<file path="config.mk">
export PLATFORM = sky130hd
export DESIGN_NAME = dfs_top
export DESIGN_NICKNAME = d
export VERILOG_FILES = /design/src/hw/dfs_pkg.sv /design/src/hw/dfs_filt_unit.sv /design/src/hw/dfs_top.sv
export VERILOG_INCLUDE_DIRS = /design/src /design/src/hw
export SDC_FILE = /design/constraint.sdc
export NUM_CORES = 1
export LEC_CHECK = 0
export BUFFER_PORTS_ARGS = -buffer_cell sky130_fd_sc_hd__buf_2
export CAP_MARGIN = 10
export CORE_MARGIN = 2
export CORE_UTILIZATION = 51
export DETAILED_ROUTE_END_ITERATION = 10
export PLACE_DENSITY_LB_ADDON = 0.25
export SYNTH_ARGS = -nofsm -noshare
export SYNTH_HDL_FRONTEND = slang
export SYNTH_SLANG_ARGS = --single-unit
export TNS_END_PERCENT = 100
</file>
<file path="constraint.sdc">
create_clock -name sys_clk -period 5 [get_ports sys_clk]
set_clock_uncertainty 0.2 [all_clocks]
set_input_delay 0 -clock sys_clk [delete_from_list [all_inputs] [get_ports sys_clk]]
set_output_delay 0 -clock sys_clk [all_outputs]
set_load 0.02 [all_outputs]
</file>
<file path="src/hw/dfs_defs.svh">
// Register offsets, ranges, reset values and selection codes of the damping filter select block.
`ifndef DFS_DEFS_SVH
`define DFS_DEFS_SVH

`define DFS_ADDR_SEL      4'h0
`define DFS_ADDR_FREQ1    4'h1
`define DFS_ADDR_SETUP1   4'h2
`define DFS_ADDR_DEPTH1   4'h3
`define DFS_ADDR_FREQ2    4'h4
`define DFS_ADDR_SETUP2   4'h5
`define DFS_ADDR_STATUS   4'h6

`define DFS_SEL_MAX       16'h0003
`define DFS_FREQ_MAX      16'h07d0
`define DFS_SETUP_MAX     16'h03e8
`define DFS_DEPTH_MAX     16'h03e8
`define DFS_FREQ_MIN_ON   16'h000a

`define DFS_RST_SEL       2'h0
`define DFS_RST_VAL       16'h0000

`define DFS_CODE_PAIR     2'h0
`define DFS_CODE_DIR      2'h3

`define DFS_PICK_PAIR     4'h3
`define DFS_PICK_POS      4'h5
`define DFS_PICK_NEG      4'ha

`endif

</file>
<file path="src/hw/dfs_pkg.sv">
// Types shared by the damping filter select block and its per-filter unit.
package dfs_pkg;

    typedef struct packed {
        logic [15:0] freq;
        logic [15:0] setup;
    } dfs_cfg_t;

    typedef struct packed {
        logic        active;
        logic [15:0] freq;
        logic [15:0] setup;
    } dfs_out_t;

endpackage

</file>
<file path="src/hw/dfs_filt_unit.sv">
// One damping filter setup unit: validity of the frequency and clamp of the setup value.
`timescale 1ns/1ps
`include "dfs_defs.svh"

module dfs_filt_unit (
    // Clock and reset.
    input  wire logic              sys_clk,
    input  wire logic              sys_rst,
    // Stored settings and selection.
    input  wire dfs_pkg::dfs_cfg_t cfg,
    input  wire logic              chosen,
    // Settings handed to the filter.
    output      dfs_pkg::dfs_out_t out
);

    function automatic logic [15:0] min16(input logic [15:0] a, input logic [15:0] b);
        min16 = (a < b) ? a : b;
    endfunction

    dfs_pkg::dfs_out_t next_out;
    logic [15:0]       limit;

    always_comb begin
        limit           = min16(cfg.freq, `DFS_FREQ_MAX - cfg.freq);
        next_out.active = chosen && (cfg.freq >= `DFS_FREQ_MIN_ON);
        next_out.freq   = cfg.freq;
        next_out.setup  = min16(cfg.setup, limit);
    end

    always_ff @(posedge sys_clk) begin
        if (sys_rst) begin
            out <= '0;
        end else begin
            out <= next_out;
        end
    end

endmodule

</file>
<file path="src/hw/dfs_top.sv">
// Damping filter selection, settings registers and per-filter setup for a servo drive.
// What this block does
// - Selection code zero keeps at most two of the four filters chosen.
// - Code three picks filters one and three forward, two and four backward.
// - Damping frequency holds 0 to 2000 in 0.1 Hz steps.
// - A frequency of zero through nine switches that filter off.
// - Setup value clamps to the smaller of frequency and 2000 minus frequency.
// - Depth holds 0 to 1000 and tunes only the first filter.
// - Depth never touches filters two, three or four.
//
// Added by the designer: strobed register access and the register addresses.
`timescale 1ns/1ps
`include "dfs_defs.svh"

module dfs_top (
    // Clock and reset.
    input  wire logic              sys_clk,
    input  wire logic              sys_rst,
    // Register port.
    input  wire logic [3:0]        reg_addr,
    input  wire logic [15:0]       reg_wdata,
    input  wire logic              reg_wr,
    input  wire logic              reg_rd,
    output      logic [15:0]       reg_rdata,
    // Command direction from the position command path, high for positive.
    input  wire logic              cmd_dir_pos,
    // Settings handed to the damping filters.
    output      logic [3:0]        filt_pick,
    output      dfs_pkg::dfs_out_t filt1,
    output      dfs_pkg::dfs_out_t filt2,
    output      logic [15:0]       depth1
);

    function automatic logic [15:0] sat16(input logic [15:0] v, input logic [15:0] top);
        sat16 = (v > top) ? top : v;
    endfunction

    // Setup value clamped to what a frequency allows, used by the clamp checks.
    function automatic logic [15:0] clamp_setup(input logic [15:0] s, input logic [15:0] f);
        clamp_setup = sat16(sat16(s, f), `DFS_FREQ_MAX - f);
    endfunction

    // Settings registers.
    logic [1:0]        sel;
    dfs_pkg::dfs_cfg_t cfg1;
    dfs_pkg::dfs_cfg_t cfg2;
    logic [15:0]       depth;
    logic [1:0]        next_sel;
    dfs_pkg::dfs_cfg_t next_cfg1;
    dfs_pkg::dfs_cfg_t next_cfg2;
    logic [15:0]       next_depth;

    always_comb begin
        next_sel   = sel;
        next_cfg1  = cfg1;
        next_cfg2  = cfg2;
        next_depth = depth;
        if (reg_wr) begin
            unique case (reg_addr)
                `DFS_ADDR_SEL: begin
                    next_sel = 2'(sat16(reg_wdata, `DFS_SEL_MAX));
                end
                `DFS_ADDR_FREQ1: begin
                    next_cfg1.freq = sat16(reg_wdata, `DFS_FREQ_MAX);
                end
                `DFS_ADDR_SETUP1: begin
                    next_cfg1.setup = sat16(reg_wdata, `DFS_SETUP_MAX);
                end
                `DFS_ADDR_DEPTH1: begin
                    next_depth = sat16(reg_wdata, `DFS_DEPTH_MAX);
                end
                `DFS_ADDR_FREQ2: begin
                    next_cfg2.freq = sat16(reg_wdata, `DFS_FREQ_MAX);
                end
                `DFS_ADDR_SETUP2: begin
                    next_cfg2.setup = sat16(reg_wdata, `DFS_SETUP_MAX);
                end
                default: begin
                end
            endcase
        end
    end

    always_ff @(posedge sys_clk) begin
        if (sys_rst) begin
            sel   <= `DFS_RST_SEL;
            cfg1  <= '0;
            cfg2  <= '0;
            depth <= `DFS_RST_VAL;
        end else begin
            sel   <= next_sel;
            cfg1  <= next_cfg1;
            cfg2  <= next_cfg2;
            depth <= next_depth;
        end
    end

    // Filter choice. Reserved codes one and two act like code zero so that no
    // undefined combination ever reaches the filters.
    logic [3:0]  pick;
    logic [3:0]  next_pick;
    logic [15:0] next_depth1;

    always_comb begin
        if (sel == `DFS_CODE_DIR) begin
            next_pick = cmd_dir_pos ? `DFS_PICK_POS : `DFS_PICK_NEG;
        end else begin
            next_pick = `DFS_PICK_PAIR;
        end
        next_depth1 = depth;
    end

    always_ff @(posedge sys_clk) begin
        if (sys_rst) begin
            pick   <= '0;
            depth1 <= `DFS_RST_VAL;
        end else begin
            pick   <= next_pick;
            depth1 <= next_depth1;
        end
    end

    assign filt_pick = pick;

    // Per-filter validity and clamp, one unit for each filter with settings.
    dfs_filt_unit u_filt1 (
        .sys_clk (sys_clk),
        .sys_rst (sys_rst),
        .cfg     (cfg1),
        .chosen  (next_pick[0]),
        .out     (filt1)
    );

    dfs_filt_unit u_filt2 (
        .sys_clk (sys_clk),
        .sys_rst (sys_rst),
        .cfg     (cfg2),
        .chosen  (next_pick[1]),
        .out     (filt2)
    );

    // Read path: data stand in the cycle after the read strobe, zero elsewhere.
    logic [15:0] next_rdata;

    always_comb begin
        next_rdata = '0;
        if (reg_rd) begin
            unique case (reg_addr)
                `DFS_ADDR_SEL:    next_rdata = {14'h0000, sel};
                `DFS_ADDR_FREQ1:  next_rdata = cfg1.freq;
                `DFS_ADDR_SETUP1: next_rdata = cfg1.setup;
                `DFS_ADDR_DEPTH1: next_rdata = depth;
                `DFS_ADDR_FREQ2:  next_rdata = cfg2.freq;
                `DFS_ADDR_SETUP2: next_rdata = cfg2.setup;
                `DFS_ADDR_STATUS: next_rdata = {10'h000, filt2.active, filt1.active, pick};
                default:          next_rdata = '0;
            endcase
        end
    end

    always_ff @(posedge sys_clk) begin
        if (sys_rst) begin
            reg_rdata <= '0;
        end else begin
            reg_rdata <= next_rdata;
        end
    end
endmodule

</file>
==> reports/metrics.csv <==
metric,value,unit
antenna_found_initial,0,
cap_violations,0,
wl_per_cell,18.1,um
place_area,0.00922,mm^2
yosysUniqueCellTypes,63,
dp_slack,-72.3,ps
core.rowCount,46,
cts_max_level,4,
multiInputGateArea,0.00442,mm^2
n_antenna_cell,0,
netlist_area,0.00829,mm^2
root_buffer,clkbuf_16,
powerDensity,314,mW/mm^2
numCtsBuffers,17,
synth_fp_nets,991,
setup_viol,0,
crit_type,flop to flop,
die_h,131,um
ioPinCount,127,
cts.path.max_buffers,2,
place.gp.congestion,0.907,
ant_nets,0,
final_max_slew_viol_count,0,
relSlewSlack,23.2,%
drc,0,
fmax,208,MHz
ys_warn_count,0,
setup_ws,184,ps
drive_gt1_share,22.6,%
design_area,0.0102,mm^2
grt_pass1_wl,36.0,mm
routed_wl,23.3,mm
core-area,0.0159,mm^2
hold_path_class,input pin to flop,
fin_nets,1138,
cellLeakagePower,4.27,nW
hpwlAfterDp,16.2,mm
clk_latency,440,ps
worst_pin_slew,1150,ps
startpoint_type,flop,
grt_pass1_vias,6779,
synthCells,916,
async_flop_share,0,%
synth_seq_cells,184,
overflow,0,
viasPerCell,5.72,
first_iter_violations,781,
io_buffers,126,
ys_seq_area_share,44.5,%
crit_fanout,11,
synth_ff_type,dfxtp_1,
synth_edf_count,0,
hold_viol_final,0,
grt_max_degree,81,
avgSynthCellArea,9.05,um^2
drtPass1Iterations,6,
seq_area,0.00368,mm^2
period_needed,4820,ps
initial_core_util,52.2,%
die_width,131,um
tritoncts,yes,
cp.required,5140,ps
cp_data_arrival_time,4960,ps
track_usage,26.1,%
fillers,1366,
dieArea,0.0173,mm^2
status,finished clean,
syn_to_final_growth,23.6,%
hold_ws,21.5,ps
fin_crit_sh,96.3,%
vdd_drop_max,0.000239,V
cp-end-kind,flop,
via_count,7379,
clk_pin_slew,70,ps
clock_sinks,184,
## cell usage after synthesis, types with 17 or more instances
cell / n / share of area [%]
ha_1: 50 / 7.5
o21ai_0: 17 / 1.0
nor3_1: 21 / 1.3
a211oi_1: 50 / 4.5
dfxtp_1: 184 / 44
and2_1: 34 / 2.6
nand2_1: 58 / 2.6
nor2_1: 99 / 4.5
a21oi_1: 41 / 2.5
a22oi_1: 25 / 2.3
clkbuf_1: 54 / 2.4
mux2i_1: 23 / 2.8
nor2b_1: 53 / 4.0
a31oi_1: 19 / 1.4
inv_1: 23 / 1.0
nand3_1: 39 / 2.4
## per-stage QoR
step | total power, W | instances | setup TNS (ps) | util [%]
2_1_floorplan | 0.00176 | 916 | 0 | -
3_3_place_gp | 0.00187 | 1230 | 0 | 58.0
3_5_place_dp | 0.00187 | 1230 | -291 | 58.0
4_1_cts | 0.00319 | 1285 | 0 | 63.2
5_1_grt | 0.00332 | 1291 | -148 | 64.5
6_report | 0.00321 | 1291 | 0 | 64.5
## power breakdown
group	total, W	leakage (nW)	switching, W	internal, W
Clock	0.00132	0.277	0.000604	0.000712
Sequential	0.00152	1.49	0.0000174	0.00151
Combinational	0.000371	2.51	0.000226	0.000145
Total	0.00321	4.27	0.000848	0.00236
## worst paths after layout
| path | startpoint | depth (start not counted) | to | slack [ps] |
|---|---|---|---|---|
| max reg2reg | cfg2[16] | 23 | u_filt2.out[5] | 180 |
| min reg2reg | depth[10] | 1 | depth1[10] | 280 |
| min | reg_wdata[13] | 6 | cfg2[26] | 20 |
| max | cfg2[16] | 23 | u_filt2.out[5] | 180 |
## sequential cells by signal (all words and copies together), names as in the netlist
register / flops
u_filt1.out: 33
u_filt2.out: 33
cfg1: 32
cfg2: 32
depth1: 16
depth: 16
reg_rdata: 16
filt_pick: 4
sel: 2
## layout make-up
class                           count  share of cell area, %
Tap cell                          216                   2.64
Clock inverter                     13                   1.32
Clock buffer                       18                   4.29
Sequential cell                   184                   36.0
Multi-Input combinational cell    647                   43.1
Inverter                           23                  0.843
Timing Repair Buffer              190                   11.8
## kinds of logic (layout without fill, tap and decap cells)
family | count (synthesis) | after routing | synth area share (%)
simple gates | 356 | 356 | 21.7
mux | 27 | 27 | 3.35
xor+xnor | 7 | 7 | 0.740
buf+inv | 85 | 244 | 4.05
flops | 184 | 184 | 44.5
fa+ha+maj | 50 | 50 | 7.55
compound gates | 207 | 207 | 18.1
## layer usage
layer  vias up  part of all wire, %  global-route usage (%)
met3        53                  7.2                    4.90
met2       325                   47                    41.4
met4         0                  2.5                    10.6
li1       3546                    -                       -
met5         -                    0                       0
met1      3455                   43                    35.1
## cells in the final DEF, fill, tap and decap left out, drive strengths merged, types with 22 or more instances in the layout
master / count
a21oi: 41
nor3: 22
and2: 35
a211oi: 50
nand3: 39
nand2: 59
nor2: 99
inv: 31
dlygate4sd3: 24
ha: 50
mux2i: 24
nor2b: 53
dfxtp: 184
a22oi: 25
buf: 165
## timing repair
action | CTS | global route
cloned | 0 | 1
buffers inserted | 0 | 5
hold endpoints to repair | 102 | 0
pin swaps | 1 | 8
endpoints found under the setup margin | 11 | 32
hold buffers | 24 | 0
gates resized for setup | 2 | 25
## worst max-delay path: stages, from the launching register on
cell	delay (ps)
dfxtp_1	340
inv_1	60
ha_1	190
inv_1	80
nor3_2	50
o21bai_1	240
nand4_1	160
nand2b_1	140
ha_4	210
nand2b_1	130
a31oi_1	150
and4bb_1	230
o22ai_4	230
a31oi_4	80
or3_4	400
and2_1	190
ha_4	230
a21oi_2	140
nor2b_1	60
a2111o_1	420
a31oi_4	190
o21ai_4	150
buf_12	180
a311oi_2	270
Power figures use the tool's default switching activity.
